--- src/pkg/srb_pkg.sv ---
// shared constants, types and carriers of the serial receive buffer block
package srb_pkg;

  // buffer geometry
  localparam int BUF_DEPTH = 16;
  localparam int PTR_W = 4;
  localparam int JOB_PARAMETER_BLOCK_BYTES = 12;
  localparam logic [7:0] BLK_NUM_MAX_DEF = 8'h01;

  // register byte offsets
  localparam logic [7:0] OFF_CMD = 8'h00;
  localparam logic [7:0] OFF_ADDR = 8'h04;
  localparam logic [7:0] OFF_JOB_PARAMETER_BLOCK = 8'h08;
  localparam logic [7:0] OFF_BLK_NUM = 8'h0c;
  localparam logic [7:0] OFF_TX = 8'h10;
  localparam logic [7:0] OFF_STATUS = 8'h14;
  localparam logic [7:0] OFF_ERR = 8'h18;
  localparam logic [7:0] OFF_RXDATA = 8'h1c;
  localparam logic [7:0] OFF_RESLEN = 8'h20;

  // status word bit positions
  localparam int STB_BUSY = 0;
  localparam int STB_DONE = 1;
  localparam int STB_ERROR = 2;
  localparam int STB_PRESENT = 3;
  localparam int STB_READY = 4;
  localparam int STB_WMODE = 5;

  // job kinds in the command word
  localparam logic [2:0] JOB_INIT = 3'h0;
  localparam logic [2:0] JOB_RESET = 3'h1;
  localparam logic [2:0] JOB_READ = 3'h2;
  localparam logic [2:0] JOB_WRITE = 3'h3;
  localparam logic [2:0] JOB_WCFG = 3'h4;

  // job addresses
  localparam logic [15:0] ADDR_LEN = 16'h0000;
  localparam logic [15:0] ADDR_RAW = 16'h0002;
  localparam logic [15:0] ADDR_SEND = 16'hffff;
  localparam logic [1:0] HDR_BYTES = 2'h2;

  // reset job parameter block checks (zero based byte index)
  localparam logic [3:0] PRM_IDX_ID = 4'h0;
  localparam logic [3:0] PRM_IDX_SIX = 4'h5;
  localparam logic [3:0] PRM_IDX_OPT = 4'ha;
  localparam logic [7:0] PRM_VAL_ID = 8'h04;
  localparam logic [7:0] PRM_VAL_SIX = 8'h0a;
  localparam logic [7:0] PRM_OPT_A = 8'h00;
  localparam logic [7:0] PRM_OPT_B = 8'h02;

  // error code pair: legacy interface byte, profile interface word
  typedef struct packed {
    logic [7:0] legacy;
    logic [23:0] profile;
  } srb_err_t;

  localparam srb_err_t ERR_NONE = {8'h00, 24'h000000};
  localparam srb_err_t ERR_NAK = {8'h06, 24'he2fe01};
  localparam srb_err_t ERR_CMD = {8'h05, 24'he6fe01};
  localparam srb_err_t ERR_ADDR = {8'h0d, 24'he1fe03};
  localparam srb_err_t ERR_COMM = {8'h12, 24'he4fe8d};
  localparam srb_err_t ERR_OVF = {8'h13, 24'he4fe04};
  localparam srb_err_t ERR_INIT_REQ = {8'h18, 24'he6fe05};
  localparam srb_err_t ERR_ABORT = {8'h1f, 24'h000000};
  localparam srb_err_t ERR_BLK_NUM = {8'h05, 24'he5fe04};

  typedef enum logic [1:0] {
    ST_IDLE = 2'b01,
    ST_WAIT = 2'b10
  } srb_state_t;

  typedef struct packed {
    logic [7:0] addr;
    logic [31:0] wdata;
    logic wr;
    logic rd;
  } srb_bus_t;

  typedef struct packed {
    logic valid;
    logic [7:0] data;
    logic last;
    logic bad;
  } srb_rx_t;

  typedef struct packed {
    logic valid;
    logic [7:0] data;
    logic last;
  } srb_tx_t;

  typedef struct packed {
    srb_state_t state;
    logic [BUF_DEPTH-1:0][7:0] mem;
    logic [PTR_W-1:0] wr_ptr;
    logic [PTR_W-1:0] commit_ptr;
    logic [PTR_W-1:0] rd_ptr;
    logic [PTR_W-1:0] res_len;
    logic [1:0] hdr_left;
    logic present;
    logic ready;
    logic write_mode;
    logic busy;
    logic done;
    logic error;
    srb_err_t err;
    logic [15:0] job_addr;
    logic [7:0] blk_num;
    logic [JOB_PARAMETER_BLOCK_BYTES-1:0][7:0] job_parameter_block;
    logic nak_pend;
    logic ovf_pend;
    logic comm_pend;
    logic [31:0] rdata;
    srb_tx_t tx;
    logic restart;
  } srb_regs_t;

endpackage

--- src/hdl/srb_core.sv ---
// command interpreter and receive buffer of one serial reader channel
//
// Operation
// host's reset job carries 04 in byte one, 0a in six, 0/02 in eleven.
// reset job restarts reader communication and empties the buffer.
// initialise job clears all buffers, then device reports ready.
// read job with data already held delivers it at once.
// read job without data waits until a reader frame arrives.
// initialise or configuration write cancels a waiting read.
// data-present flag rises when a new reader frame is stored.
// delivery clears data-present unless newer data already arrived.
// full buffer lets new reader bytes overwrite the oldest ones.
// bad or negative reader frame reports error 06 / e2fe01.
// unknown command or bad parameters report 05 / e6fe01.
// job address outside 0000, 0002, ffff reports 0d / e1fe03.
// internal communication failure reports 12 / e4fe8d.
// unfetched data overrun reports 13 / e4fe04, newest frame lost.
// during write jobs old answers are dropped with no error.
// job aborted by initialise or connector loss reports 1f.
// invalid data block number reports e5fe04.
// host sends reader frames as write data, answers come back on reads.
// reads at address 0000 lead with a two-byte valid length.
// host gives address ffff for every send job.
// every job ends done or error with one code, held until next job.
//
// The address map and the plain strobed port are this design's own decisions.
`timescale 1ns/1ps

module srb_core #(
  parameter int DEPTH = srb_pkg::BUF_DEPTH,
  parameter logic [7:0] BLK_NUM_MAX = srb_pkg::BLK_NUM_MAX_DEF
) (
  // clock and reset
  input wire logic clock,
  input wire logic rst,
  // register port
  input wire srb_pkg::srb_bus_t bus,
  output logic [31:0] rdata,
  // reader side
  input wire srb_pkg::srb_rx_t rx,
  output srb_pkg::srb_tx_t tx,
  output logic reader_restart,
  // channel events
  input wire logic comm_fail,
  input wire logic bus_unplugged,
  output logic data_present_flag
);

  // the state struct fixes the buffer size, so the parameter must agree
  if (DEPTH != srb_pkg::BUF_DEPTH || DEPTH != (1 << srb_pkg::PTR_W)) begin
    $error("DEPTH must equal the package buffer depth");
  end

  ////////////////////////////////////////////////////////////////////////////
  // decoding shared by read and write jobs

  function automatic logic addr_valid(input logic [15:0] a);
    addr_valid = (a == srb_pkg::ADDR_LEN) || (a == srb_pkg::ADDR_RAW) ||
      (a == srb_pkg::ADDR_SEND);
  endfunction

  srb_pkg::srb_regs_t s_q;
  srb_pkg::srb_regs_t s_d;

  logic cmd_wr;
  logic [2:0] cmd_kind;
  logic [srb_pkg::PTR_W-1:0] wr_next;
  logic rx_end;

  assign cmd_wr = bus.wr && (bus.addr == srb_pkg::OFF_CMD);
  assign cmd_kind = bus.wdata[2:0];
  assign rx_end = rx.valid && rx.last;

  ////////////////////////////////////////////////////////////////////////////
  // next state

  always_comb begin
    logic fin;
    logic deliver;
    logic wait_read;
    srb_pkg::srb_err_t ferr;
    logic [3:0] pidx;
    fin = 1'b0;
    deliver = 1'b0;
    wait_read = 1'b0;
    ferr = srb_pkg::ERR_NONE;
    pidx = bus.wdata[3:0];
    s_d = s_q;
    s_d.rdata = 32'h0000_0000;
    s_d.tx = '0;
    s_d.restart = 1'b0;
    if (comm_fail) begin
      s_d.comm_pend = 1'b1;
    end

    // register reads, answer stands one cycle after the strobe
    if (bus.rd) begin
      case (bus.addr)
        srb_pkg::OFF_STATUS: begin
          s_d.rdata[srb_pkg::STB_BUSY] = s_q.busy;
          s_d.rdata[srb_pkg::STB_DONE] = s_q.done;
          s_d.rdata[srb_pkg::STB_ERROR] = s_q.error;
          s_d.rdata[srb_pkg::STB_PRESENT] = s_q.present;
          s_d.rdata[srb_pkg::STB_READY] = s_q.ready;
          s_d.rdata[srb_pkg::STB_WMODE] = s_q.write_mode;
        end
        srb_pkg::OFF_ERR: s_d.rdata = s_q.err;
        srb_pkg::OFF_RESLEN: s_d.rdata = {28'h0000000, s_q.res_len};
        srb_pkg::OFF_RXDATA: begin
          // length header first, high byte then low byte
          if (s_q.hdr_left == srb_pkg::HDR_BYTES) begin
            s_d.hdr_left = 2'h1;
          end else if (s_q.hdr_left != 2'h0) begin
            s_d.rdata = {28'h0000000, s_q.res_len};
            s_d.hdr_left = 2'h0;
          end else if (s_q.rd_ptr != s_q.commit_ptr) begin
            s_d.rdata = {24'h000000, s_q.mem[s_q.rd_ptr]};
            s_d.rd_ptr = s_q.rd_ptr + 1'b1;
          end
        end
        default: s_d.rdata = 32'h0000_0000;
      endcase
    end

    // configuration writes and outgoing reader frames
    if (bus.wr) begin
      case (bus.addr)
        srb_pkg::OFF_ADDR: s_d.job_addr = bus.wdata[15:0];
        srb_pkg::OFF_BLK_NUM: s_d.blk_num = bus.wdata[7:0];
        srb_pkg::OFF_JOB_PARAMETER_BLOCK: begin
          if (pidx < 4'(srb_pkg::JOB_PARAMETER_BLOCK_BYTES)) begin
            s_d.job_parameter_block[pidx] = bus.wdata[15:8];
          end
        end
        srb_pkg::OFF_TX: begin
          s_d.tx.valid = 1'b1;
          s_d.tx.data = bus.wdata[7:0];
          s_d.tx.last = bus.wdata[8];
        end
        default: s_d.tx.valid = 1'b0;
      endcase
    end

    // job start; a new job drops the previous result
    if (cmd_wr && s_q.state == srb_pkg::ST_WAIT) begin
      // only the two cancelling jobs are taken while a read waits
      if (cmd_kind == srb_pkg::JOB_INIT) begin
        fin = 1'b1;
        ferr = srb_pkg::ERR_ABORT;
      end else if (cmd_kind == srb_pkg::JOB_WCFG) begin
        fin = 1'b1;
      end
    end else if (cmd_wr) begin
      fin = 1'b1;
      if (cmd_kind == srb_pkg::JOB_INIT) begin
        ferr = srb_pkg::ERR_NONE;
      end else if (!s_q.ready) begin
        ferr = srb_pkg::ERR_INIT_REQ;
      end else begin
        case (cmd_kind)
          srb_pkg::JOB_RESET: begin
            if (s_q.job_parameter_block[srb_pkg::PRM_IDX_ID] != srb_pkg::PRM_VAL_ID ||
                s_q.job_parameter_block[srb_pkg::PRM_IDX_SIX] != srb_pkg::PRM_VAL_SIX ||
                (s_q.job_parameter_block[srb_pkg::PRM_IDX_OPT] != srb_pkg::PRM_OPT_A &&
                 s_q.job_parameter_block[srb_pkg::PRM_IDX_OPT] != srb_pkg::PRM_OPT_B)) begin
              ferr = srb_pkg::ERR_CMD;
            end
          end
          srb_pkg::JOB_READ: begin
            if (!addr_valid(s_q.job_addr) ||
                s_q.job_addr == srb_pkg::ADDR_SEND) begin
              ferr = srb_pkg::ERR_ADDR;
            end else if (s_q.blk_num > BLK_NUM_MAX) begin
              ferr = srb_pkg::ERR_BLK_NUM;
            end else if (s_q.comm_pend || s_q.nak_pend || s_q.ovf_pend) begin
              ferr = srb_pkg::ERR_NONE;
            end else if (s_q.present) begin
              deliver = 1'b1;
            end else begin
              fin = 1'b0;
              wait_read = 1'b1;
            end
          end
          srb_pkg::JOB_WRITE: begin
            if (!addr_valid(s_q.job_addr)) begin
              ferr = srb_pkg::ERR_ADDR;
            end else if (s_q.job_addr != srb_pkg::ADDR_SEND) begin
              ferr = srb_pkg::ERR_CMD;
            end else if (s_q.blk_num > BLK_NUM_MAX) begin
              ferr = srb_pkg::ERR_BLK_NUM;
            end
          end
          srb_pkg::JOB_WCFG: ferr = srb_pkg::ERR_NONE;
          default: ferr = srb_pkg::ERR_CMD;
        endcase
      end
    end else if (s_q.state == srb_pkg::ST_WAIT) begin
      // a waiting read ends on an error event or on fresh data
      if (bus_unplugged) begin
        fin = 1'b1;
        ferr = srb_pkg::ERR_ABORT;
      end else if (s_q.comm_pend || s_q.nak_pend || s_q.ovf_pend) begin
        fin = 1'b1;
      end else if (s_q.present) begin
        fin = 1'b1;
        deliver = 1'b1;
      end
    end

    // read jobs that finish on a latched reader fault
    if (fin && !deliver && ferr == srb_pkg::ERR_NONE &&
        (s_q.state == srb_pkg::ST_WAIT || cmd_kind == srb_pkg::JOB_READ) &&
        !(cmd_wr && s_q.state == srb_pkg::ST_WAIT) &&
        !(cmd_wr && (!s_q.ready || cmd_kind != srb_pkg::JOB_READ))) begin
      if (s_q.comm_pend) begin
        ferr = srb_pkg::ERR_COMM;
        s_d.comm_pend = comm_fail;
      end else if (s_q.nak_pend) begin
        ferr = srb_pkg::ERR_NAK;
        s_d.nak_pend = 1'b0;
      end else if (s_q.ovf_pend) begin
        ferr = srb_pkg::ERR_OVF;
        s_d.ovf_pend = 1'b0;
      end
    end

    if (cmd_wr) begin
      s_d.done = 1'b0;
      s_d.error = 1'b0;
      s_d.err = srb_pkg::ERR_NONE;
    end
    if (wait_read) begin
      s_d.state = srb_pkg::ST_WAIT;
      s_d.busy = 1'b1;
      s_d.write_mode = 1'b0;
    end
    if (fin) begin
      // exactly one ending per job, held until the next job
      s_d.state = srb_pkg::ST_IDLE;
      s_d.busy = 1'b0;
      s_d.error = (ferr != srb_pkg::ERR_NONE);
      s_d.done = (ferr == srb_pkg::ERR_NONE);
      s_d.err = ferr;
    end
    if (deliver) begin
      s_d.res_len = s_q.commit_ptr - s_d.rd_ptr;
      s_d.hdr_left = (s_q.job_addr == srb_pkg::ADDR_LEN) ?
        srb_pkg::HDR_BYTES : 2'h0;
      s_d.present = 1'b0;
      s_d.write_mode = 1'b0;
    end
    if (cmd_wr && cmd_kind == srb_pkg::JOB_WRITE && !fin) begin
      s_d.write_mode = 1'b0;
    end else if (cmd_wr && cmd_kind == srb_pkg::JOB_WRITE &&
        s_q.state == srb_pkg::ST_IDLE && s_q.ready && !s_d.error) begin
      s_d.write_mode = 1'b1;
    end

    // initialise jobs, and reset jobs that end done, empty the buffer
    if (cmd_wr && (cmd_kind == srb_pkg::JOB_INIT ||
        (cmd_kind == srb_pkg::JOB_RESET && s_d.done))) begin
      s_d.rd_ptr = s_q.wr_ptr;
      s_d.commit_ptr = s_q.wr_ptr;
      s_d.present = 1'b0;
      s_d.hdr_left = 2'h0;
      s_d.res_len = '0;
      if (cmd_kind == srb_pkg::JOB_INIT) begin
        s_d.ready = 1'b1;
        s_d.nak_pend = 1'b0;
        s_d.ovf_pend = 1'b0;
        s_d.comm_pend = comm_fail;
        s_d.write_mode = 1'b0;
      end else begin
        s_d.restart = 1'b1;
      end
    end

    // reader bytes; the set of the present flag wins over delivery
    if (rx.valid) begin
      s_d.mem[s_q.wr_ptr] = rx.data;
      s_d.wr_ptr = wr_next;
      if (wr_next == s_d.rd_ptr) begin
        // full: drop the oldest byte rather than stall the reader
        if (s_d.rd_ptr == s_d.commit_ptr) begin
          s_d.commit_ptr = s_d.commit_ptr + 1'b1;
        end
        s_d.rd_ptr = s_d.rd_ptr + 1'b1;
      end
      if (rx.last) begin
        if (rx.bad) begin
          s_d.wr_ptr = s_d.commit_ptr;
          s_d.nak_pend = 1'b1;
        end else if (s_d.write_mode) begin
          s_d.rd_ptr = s_d.commit_ptr;
          s_d.commit_ptr = wr_next;
          s_d.present = 1'b1;
        end else if (s_d.present) begin
          // a delivery in this cycle frees the slot for this frame
          s_d.wr_ptr = s_d.commit_ptr;
          s_d.ovf_pend = 1'b1;
        end else begin
          s_d.commit_ptr = wr_next;
          s_d.present = 1'b1;
        end
      end
    end
  end

  assign wr_next = s_q.wr_ptr + 1'b1;

  ////////////////////////////////////////////////////////////////////////////
  // state register

  always_ff @(posedge clock or posedge rst) begin
    if (rst) begin
      s_q <= '0;
      s_q.state <= srb_pkg::ST_IDLE;
    end else begin
      s_q <= s_d;
    end
  end

  assign rdata = s_q.rdata;
  assign tx = s_q.tx;
  assign reader_restart = s_q.restart;
  assign data_present_flag = s_q.present;
endmodule

--- config.mk ---
export PLATFORM = sky130hd
export DESIGN_NAME = srb_core
export DESIGN_NICKNAME = d
export VERILOG_FILES = /design/src/pkg/srb_pkg.sv /design/src/hdl/srb_core.sv
export SDC_FILE = /design/constraint.sdc
export NUM_CORES = 1
export LEC_CHECK = 0
export BUFFER_PORTS_ARGS = -buffer_cell sky130_fd_sc_hd__buf_2
export CORE_MARGIN = 4
export CORE_UTILIZATION = 63
export DETAILED_ROUTE_END_ITERATION = 7
export PLACE_DENSITY_LB_ADDON = 0.05
export SLEW_MARGIN = 20
export SYNTH_ARGS = -nofsm -noshare
export SYNTH_HDL_FRONTEND = slang
export SYNTH_SLANG_ARGS = --single-unit
--- constraint.sdc ---
create_clock -name clock -period 13.6 [get_ports clock]
set_clock_uncertainty 0.05 [all_clocks]
set_input_delay 2.72 -clock clock [delete_from_list [all_inputs] [get_ports clock]]
set_output_delay 2.72 -clock clock [all_outputs]
set_load 0.02 [all_outputs]
# After elaboration in Yosys (flattened, before gate mapping)
# Cells that the tools add are included.
# word_totals
regBits	352
input_bits	57
out_inout_bits	44
elab_cells	257
# classes
n_addsub	5
magnitude_cmp	7
n_eq_ne	25
n_mux	114
n_reduce_logical	54
# op_table
operator	count
two-way mux 32 bit	9
bitwise mux 128 bit	1
case mux 32 bit (4 select lines)	1
bitwise mux 96 bit	1
two-way mux 29 bit	3
two-way mux 27 bit	3
two-way mux 8 bit	9
demux 8 bit (select 4 bit)	2
zero test 32 bit	2
two-way mux 28 bit	2
case mux 26 bit (2 select lines)	1
two-way mux 1 bit	48
two-way mux 4 bit	10
two-way mux 35 bit	1
two-way mux 34 bit	1
binary-select mux 8 bit (select 4 bit)	1
== test 8 x 5 -> 1 bit, second input constant	4
nonzero test 32 bit	1
two-way mux 2 bit	12
case mux 6 bit (4 select lines)	1
logical AND 1 bit	18
two-way mux 17 bit	1
adder 4 x 1 -> 4 bit, second input constant	4
== test 16 bit, second input constant	1
other kinds (37)	68

# Depth between registers and ports, before layout
# Gate-level depths: netlist of run 1.
# logic_depth
depth_word	34
depth_mapped	15
depth_no_buf	13

# Worst setup path after synthesis of run 1
# Ideal clock, no wire load.
# synth_timing
path_kind	in2reg
startpoint	input bus[36] (netlist bit)
endpoint	register s_q[212] (netlist bit)
setup_time_ps	139
arrival_time_ps	5595
required_ps	13411
slack_ps	7817
path_stages	13
n_path_buf	2
cell_sequence	buf_2 > nor4_4 > nand3_2 > nor3_2 > a311o_1 > a2111oi_4 > a21oi_2 > buf_6 > mux2i_1 > ha_1 > and3_1 > xor2_1 > o221ai_1
# synth_rtl
item	line_no	text
from (decl)	srb_core.sv:37	input wire srb_pkg::srb_bus_t bus,
to (decl)	srb_core.sv:62	srb_pkg::srb_regs_t s_q;

==> summary.txt, run 1 <==
Detailed routing
  • Detailed-route wire length: 28.6 mm
  • DR iter-0 viols: 472
  • Total via count in the routed design: 8,231
  • Detailed-route wire length per cell: 21.6 um
  • Average vias per placed instance: 6.23
  • Final routed DRC violation total: 0
  • Count of TritonRoute iterations in the first routing pass: 7
  • ANT nets after route: 0

Worst setup path
  • Crit start category: input port
  • Delay contributed by the slowest stage of the critical path: 0.70 ns
  • Capturing element type of the critical path: register
  • Slowest-stage cell, CP: a21oi_2
  • Cell family with most CP delay: simple AND/OR/NAND/NOR gates
  • Cells along the critical path: buf_2, nor3b_1, nand3_2, nor3_2, a311o_1, a2111oi_4, a21oi_2, mux2i_2, ha_1, and3_1, xor2_1, o221ai_1
  • CP Class: in2reg
  • Maximum net fanout on the critical path: 12
  • Worst EP arrival: 6.71 ns
  • Required arrival time at the worst endpoint: 13.94 ns
  • Buf+Inv Stages, Crit Path: 1

Placement
  • Area post-placement: 12,700 um^2
  • HPWL after detailed placement: 19.4 mm
  • Number of buffers added on ports: 84
  • Routability-driven placement congestion ratio: 0.900

Clock network
  • Worst-Skew Late Latency: 0.53 ns
  • Reg clk slew, reported paths: 0.06 ns
  • Hold-fix buffers at CTS: 0
  • # resized after CTS: 0
  • Root buffer cell: clkbuf_16
  • Clock tree sinks: 245
  • Number of clock buffers inserted by TritonCTS: 26
  • Clock tree from TritonCTS: done
  • Max H-tree Level: 1
  • Worst-case clock buffer depth: 3
  • Post-CTS setup-driven buffer insertion count: 0

Timing
  • Final-report hold violation count: 0
  • Max Freq: 157 MHz
  • RSZ-0062 raised after global routing: no
  • Worst hold margin: 0.418 ns
  • Setup TNS: 0 ns
  • Worst rel slew slack: 0.309
  • Endpoints failing setup: 0
  • Slew @ Worst Pin: 1.03 ns
  • Tmin final: 6.37 ns
  • Final cycle utilization of the critical path: 0.468
  • Final Slew Violations: 0

Floorplanning
  • Area of the die: 22,000 um^2
  • X dimension of the die: 148 um
  • IO Count: 101
  • Initial core utilization: 0.639
  • Std-Cell Core Area: 19,400 um^2
  • Number of standard-cell rows in the floorplan: 51
  • Die Span Y: 148 um

Layout
  • Commonest non-fill, non-tap cells in the layout: dfrtp_1 (243), mux2_2 (174), buf_2 (84)
  • Share of final-layout standard cells stronger than drive strength 1: 0.350
  • Synth-to-Final Area Change: 9.29%
  • Nets@finish: 1,104
  • Leading cell type in the layout, fill and taps excluded: dfrtp_1
  • Post-route cell area: 13,600 um^2

Pwr
  • Maximum ir drop on the vdd rail: 160 uV
  • Reg power frac: 0.436
  • Switching power of the nets: 0.671 mW
  • Share of power burned in the clock network: 0.295
  • Static leakage: 6.32 nW
  • Part of the power in combinational logic: 0.269
  • Switching portion of total power: 0.287
  • Power density over cell area: 172 nW/um^2
  • Internal Dissipation: 1.66 mW

GRT
  • First-pass GRT wire length: 45.3 mm
  • Antenna violations before repair: 0
  • Pin count of the biggest net entering global routing: 96
  • Number of global-route vias before repair: 8,174
  • Remaining Overflow, GRT: 0
  • Overall Global Routing Usage: 0.261

Logic synthesis
  • Number of synthesized flops with an enable pin: 0
  • Post-Syn Nets: 1,078
  • Number of instances in the synthesized netlist: 1,010
  • Mapped cell area: 12,400 um^2
  • Total number of yosys warnings: 0
  • Syn avg cell area: 12.3 um^2
  • Sequential cell area fraction in the yosys report: 0.495
  • Flop and latch count out of synthesis: 245
  • Cell variety after synth: 82
  • Post-synthesis async set-or-reset flop share: 1.00
  • Most frequently used flop master after synthesis: dfrtp_1

Run status
  • Run status: finished, final reports clean

Flow run
  • Reported max-cap violation count: 0

Hold path
  • Path type of the worst min-delay path: reg2reg
[layer usage]
| metal | vias up | wire length (um) | track usage |
|---|---|---|---|
| met5 | - | 0 | 0 |
| met4 | 0 | 704 | 0.0721 |
| met3 | 46 | 1390 | 0.0326 |
| met2 | 257 | 14100 | 0.442 |
| met1 | 4183 | 12400 | 0.360 |
| li1 | 3745 | - | - |
[worst reg2reg max path, stage by stage, from the launching register on]
cell      delay (ns)
dfrtp_1         0.82
xor2_1          0.39
nor4_2          0.79
nor3_2          0.19
xnor3_1         0.34
nand4_1         0.16
a21oi_2         0.36
and2_0          0.32
mux2i_1         0.37
o221ai_1        0.18
[cell type report]
cell class,instances,area (um^2)
Antenna cell,1,2.50
Clock buffer,34,732
Timing Repair Buffer,92,484
Multi-Input combinational cell,655,5690
Sequential cell,245,6130
Clock inverter,14,109
Tap cell,265,332
Inverter,16,67.6
Fill cell,1470,5850
[synth_stat cells, drive strengths merged, types with 15 or more instances]
cell,count,area share
a21oi,30,0.013
o21ai,17,0.0069
a22oi,15,0.0091
mux4,31,0.056
inv,15,0.0045
buf,51,0.029
and2,25,0.013
dfrtp,244,0.49
clkbuf,43,0.013
mux2i,23,0.019
nand2,58,0.018
mux2,174,0.16
nor3,22,0.0097
nand3,15,0.0065
nor2,49,0.015
[power by group through the flow]
stage	Sequential (mW)	Combinational (mW)	Clock, mW
2_1_floorplan	0.987	0.518	0
3_3_place_gp	1.02	0.613	0
3_5_place_dp	1.03	0.632	0
4_1_cts	1.02	0.635	0.701
5_1_grt	1.04	0.684	0.733
6_report	1.02	0.629	0.689
[per-stage QoR]
stage	total power, mW	setup slack, ns	utilization	instances
after floorplan	1.51	4.10	-	1010
after global placement	1.63	6.83	0.655	1273
after detailed placement	1.66	6.81	0.655	1273
after CTS	2.35	7.31	0.698	1321
after global routing	2.45	7.03	0.698	1321
final	2.34	7.23	0.699	1322
[kinds of logic after synthesis]
kind of cell    Yosys count  share of synthesized area
simple gates            262                      0.117
compound gates          134                     0.0793
mux                     228                      0.233
other cells               1                   0.000302
fa+ha+maj                11                     0.0117
flops                   245                      0.495
buf+inv                 110                     0.0473
xor+xnor                 19                     0.0168
[sequential cells by signal, indices dropped and copies added (netlist names)]
register and cells:
rdata 18, reader_restart 1, data_present_flag 1, tx 10, s_q 215
[worst paths after layout]
check / endpoint / slack [ns] / cells after the start / from
hold / removal: s_q[193]$_DFFE_PP0P_ / 0.42 / 2 / s_q[193]$_DFFE_PP0P_
max in group asynchronous: s_q[210]$_DFF_PP0_ / 9.83 / 3 / rst
setup / recovery: s_q[212]$_DFF_PP0_ / 7.23 / 12 / bus[39]
setup reg to reg: s_q[211]$_DFF_PP0_ / 9.49 / 9 / s_q[213]$_DFF_PP0_
hold reg to reg: s_q[193]$_DFFE_PP0P_ / 0.42 / 2 / s_q[193]$_DFFE_PP0P_
min in group asynchronous: s_q[304]$_DFFE_PP0P_ / 2.26 / 2 / rst
(Power assumes the default switching activity.)
==> inputs of run 2 (changes only) <==
--- a/config.mk
+++ b/config.mk
@@ -5,9 +5,10 @@
 export SDC_FILE = /design/constraint.sdc
 export NUM_CORES = 1
 export LEC_CHECK = 0
+export ABC_AREA = 1
 export BUFFER_PORTS_ARGS = -buffer_cell sky130_fd_sc_hd__buf_2
 export CORE_MARGIN = 4
-export CORE_UTILIZATION = 63
+export CORE_UTILIZATION = 60
 export DETAILED_ROUTE_END_ITERATION = 7
 export PLACE_DENSITY_LB_ADDON = 0.05
 export SLEW_MARGIN = 20
==> constraint.sdc (replaced) <==
create_clock -name clock -period 6.25 [get_ports clock]
set_clock_uncertainty 0.05 [all_clocks]
set_input_delay 1.25 -clock clock [delete_from_list [all_inputs] [get_ports clock]]
set_output_delay 1.25 -clock clock [all_outputs]
set_load 0.02 [all_outputs]
==> run 2 against run 1 <==
  * Critical path depth is 12 higher
  * Worst hold slack gained 0.0071 ns
  * Cell count is 38% higher
  * Cell area shrank 0.56%
  * Via count up 25%
  * Wire length increased by 9.0%
  * Sequential cell count stayed put
  * Register-to-register slack lost 7.2 ns
  * Sequential power rose by 120%
  * First-iteration DRC count increased by 89%
  * Largest power group unchanged
==> summary.txt, run 2 <==
Layout
  • Reg area: 6130 um^2
  • Flip-flop count of the largest register after layout: 215
  • Commonest non-fill, non-tap cells in the layout: nand2_1 (362), dfrtp_1 (243), o21ai_0 (240)
  • Nets@finish: 1,606
  • Reg with most FFs: s_q
  • Share of final-layout standard cells stronger than drive strength 1: 0.125
  • Fillers: 1,670
  • Final instance count without filler cells: 1,824
  • Multi-input logic area: 5020 um^2
  • Leading cell type in the layout, fill and taps excluded: nand2_1
  • Synth-to-Final Area Change: 10.0%

GRT
  • Antenna violations before repair: 0
  • Number of global-route vias before repair: 9,843
  • First-pass GRT wire length: 50.1 mm
  • Overall Global Routing Usage: 0.276
  • Pin count of the biggest net entering global routing: 114
  • Remaining Overflow, GRT: 0

Clock network
  • Post-CTS setup-driven buffer insertion count: 0
  • Clock tree from TritonCTS: done
  • Hold-fix buffers at CTS: 0
  • Number of clock buffers inserted by TritonCTS: 27
  • Root buffer cell: clkbuf_16
  • Max H-tree Level: 1
  • Clock tree sinks: 245
  • Worst-Skew Late Latency: 0.53 ns
  • Worst-case clock buffer depth: 3
  • Reg clk slew, reported paths: 0.06 ns
  • # resized after CTS: 0

Logic synthesis
  • Total number of yosys warnings: 0
  • Post-synthesis async set-or-reset flop share: 1.00
  • Mapped cell area: 12,200 um^2
  • Syn avg cell area: 8.06 um^2
  • Post-Syn Nets: 1,587
  • Sequential cell area fraction in the yosys report: 0.501
  • Most instantiated library cell after synthesis: nand2_1
  • Number of synthesized flops with an enable pin: 0
  • Area contributors post-synth: dfrtp_1 (50%), nand2_1 (11%), o21ai_0 (9.8%)
  • Portion of netlist area occupied by mux cells: 0
  • Most used standard cells in the synthesized netlist: nand2_1 (362), dfrtp_1 (244), o21ai_0 (240), nor2_1 (141), inv_1 (138)
  • Most frequently used flop master after synthesis: dfrtp_1
  • Fraction of the mapped netlist area in compound gates: 0.167
  • Area share of fa/ha/maj cells after synthesis: 0.0119
  • Synthesized-area fraction occupied by and/or/nand/nor cells: 0.222
  • Flop and latch count out of synthesis: 245
  • Xor and xnor fraction of the mapped netlist area: 0.00787
  • Number of instances in the synthesized netlist: 1,519
  • Area share of the leading cell type in the synthesized netlist: 0.499
  • Cell taking the most area after synthesis: dfrtp_1
  • Dominant combinational cell family by area after synthesis: simple AND/OR/NAND/NOR gates
  • Cell variety after synth: 55

Worst setup path
  • Crit-path most repeated cell: nand2_1
  • Cell family with most CP delay: simple AND/OR/NAND/NOR gates
  • Buf+Inv Stages, Crit Path: 4
  • Capturing element type of the critical path: register
  • Crit start category: input port
  • Worst setup slack for register-to-register paths: 2.28 ns
  • Delay contributed by the slowest stage of the critical path: 0.36 ns
  • Worst EP arrival: 4.68 ns
  • Required arrival time at the worst endpoint: 6.64 ns
  • Slowest-stage cell, CP: nand2_1
  • Maximum net fanout on the critical path: 13
  • CP Class: in2reg
  • Cells along the critical path: buf_2, inv_2, nand3_4, inv_1, nand2_2, nand2_1, nand2_1, nand2_1, nand2_1, nor2_1, a21oi_4, nand4_4, nand2_8, nand2_1, nand2_1, inv_1, ha_1, xor2_1, nand2_1, nand2_1, nand2_2, nand3_1, nand2_1, a21oi_1

Pwr
  • Static leakage: 6.76 nW
  • Part of the power in combinational logic: 0.297
  • Switching power of the nets: 1.99 mW
  • Internal Dissipation: 3.55 mW
  • Power density over cell area: 411 nW/um^2
  • Reg power frac: 0.410
  • Maximum ir drop on the vdd rail: 382 uV
  • Share of power burned in the clock network: 0.293
  • Switching portion of total power: 0.359

Floorplanning
  • Die Span Y: 151 um
  • X dimension of the die: 151 um
  • Area of the die: 22,800 um^2
  • Initial core utilization: 0.619
  • Std-Cell Core Area: 19,800 um^2
  • IO Count: 101
  • Number of standard-cell rows in the floorplan: 51

Flow run
  • Reported max-cap violation count: 0

Detailed routing
  • Total via count in the routed design: 10,300
  • Routed met3 length: 2.15 mm
  • WL met2: 14.5 mm
  • Detailed-route wire length per cell: 17.1 um
  • Met1 wire length: 13.5 mm
  • Count of TritonRoute iterations in the first routing pass: 5
  • Top routing layer used: met4
  • Detailed-route wire length: 31.2 mm
  • ANT nets after route: 0
  • Average vias per placed instance: 5.65
  • DR iter-0 viols: 892
  • Final routed DRC violation total: 0

Timing
  • Final-report hold violation count: 0
  • Tmin final: 4.29 ns
  • Endpoints failing setup: 0
  • Final cycle utilization of the critical path: 0.687
  • Final Slew Violations: 0
  • Setup TNS: 0 ns
  • RSZ-0062 raised after global routing: no
  • Slew @ Worst Pin: 0.973 ns
  • Max Freq: 233 MHz
  • Worst rel slew slack: 0.345

Hold path
  • Path type of the worst min-delay path: reg2reg

Placement
  • Routability-driven placement congestion ratio: 0.887
  • Number of buffers added on ports: 84
  • HPWL after detailed placement: 21.2 mm
  • Number of cells in the design after placement: 1,774

Run status
  • Run status: finished, final reports clean
-- run 2: changes by cell type after synthesis, moves of 31 or more --
cell     delta
nor2_1     +92
nand3_1    +45
mux4_2     -31
nand2_1   +304
o21ai_0   +223
mux2_2    -174
inv_1     +123
-- run 2: routing by layer --
metal | vias up | global-route usage
li1 | 4982 | -
met1 | 4880 | 0.386
met2 | 368 | 0.452
met3 | 70 | 0.0347
met4 | 0 | 0.0934
met5 | - | 0
-- run 2: worst register-to-register path, cell delays in order (launching register included) --
cell and delay [ns]:
dfrtp_1 0.43, nor2_1 0.19, nand2_1 0.07, nor2_1 0.28
nand2_1 0.09, nand2_1 0.11, nand2_1 0.33, nand2_1 0.18
nand2_1 0.06, nand2_1 0.16, nor2_1 0.11, a21oi_4 0.19
nand4_4 0.20, nand2_8 0.17, nand2_1 0.09, nand2_1 0.10
inv_1 0.11, ha_1 0.22, xor2_1 0.16, nand2_1 0.07
nand2_1 0.08, nand2_2 0.05, nand3_1 0.06, nand2_1 0.11
a21oi_1 0.21
-- run 2: worst paths after layout --
check | depth (start not counted) | start | endpoint
worst max-delay path | 24 | bus[36] | s_q[216]$_DFF_PP0_
worst min-delay path | 2 | s_q[130]$_DFFE_PP0P_ | s_q[130]$_DFFE_PP0P_
worst max register to register | 24 | s_q[45]$_DFF_PP0_ | s_q[216]$_DFF_PP0_
worst min register to register | 2 | s_q[130]$_DFFE_PP0P_ | s_q[130]$_DFFE_PP0P_
max in group asynchronous | 3 | rst | s_q[44]$_DFF_PP0_
min in group asynchronous | 2 | rst | rdata[30]$_DFF_PP0_
-- run 2: cells by family after synthesis --
logic type                 count (synthesis)
buffers and inverters                    248
DFF                                      245
other                                      1
adders and majority gates                 11
and+or+nand+nor                          637
AOI/OAI and AO/OA                        366
xor gates and xnor gates                  11
-- run 2: cell type report --
cell class,count,area share
multi-input combinational,1026,0.373
antenna,1,0.000186
inverter,148,0.0423
clock inverter,17,0.0143
tap,265,0.0246
sequential,245,0.455
timing repair buffer,90,0.0364
clock buffer,32,0.0545
-- run 2: metrics by stage --
step / setup slack (ns) / utilization / area, um^2 / total power, mW / hold slack [ns]
after floorplan: 1.73 / - / 12200 / 3.47 / 0.394
after global placement: 1.58 / 0.634 / 12500 / 3.85 / 0.408
after detailed placement: 1.50 / 0.634 / 12500 / 3.91 / 0.418
after CTS: 2.04 / 0.681 / 13500 / 5.56 / 0.432
after global routing: 1.64 / 0.681 / 13500 / 5.91 / 0.445
final: 1.96 / 0.681 / 13500 / 5.54 / 0.425
-- run 2: power groups by stage --
stage	logic (mW)	registers, mW	clock network, mW
detailed placement	1.62	2.29	0
finish	1.64	2.27	1.62
global route	1.86	2.33	1.72
floorplan	1.25	2.22	0
CTS	1.64	2.27	1.65
global placement	1.58	2.28	0
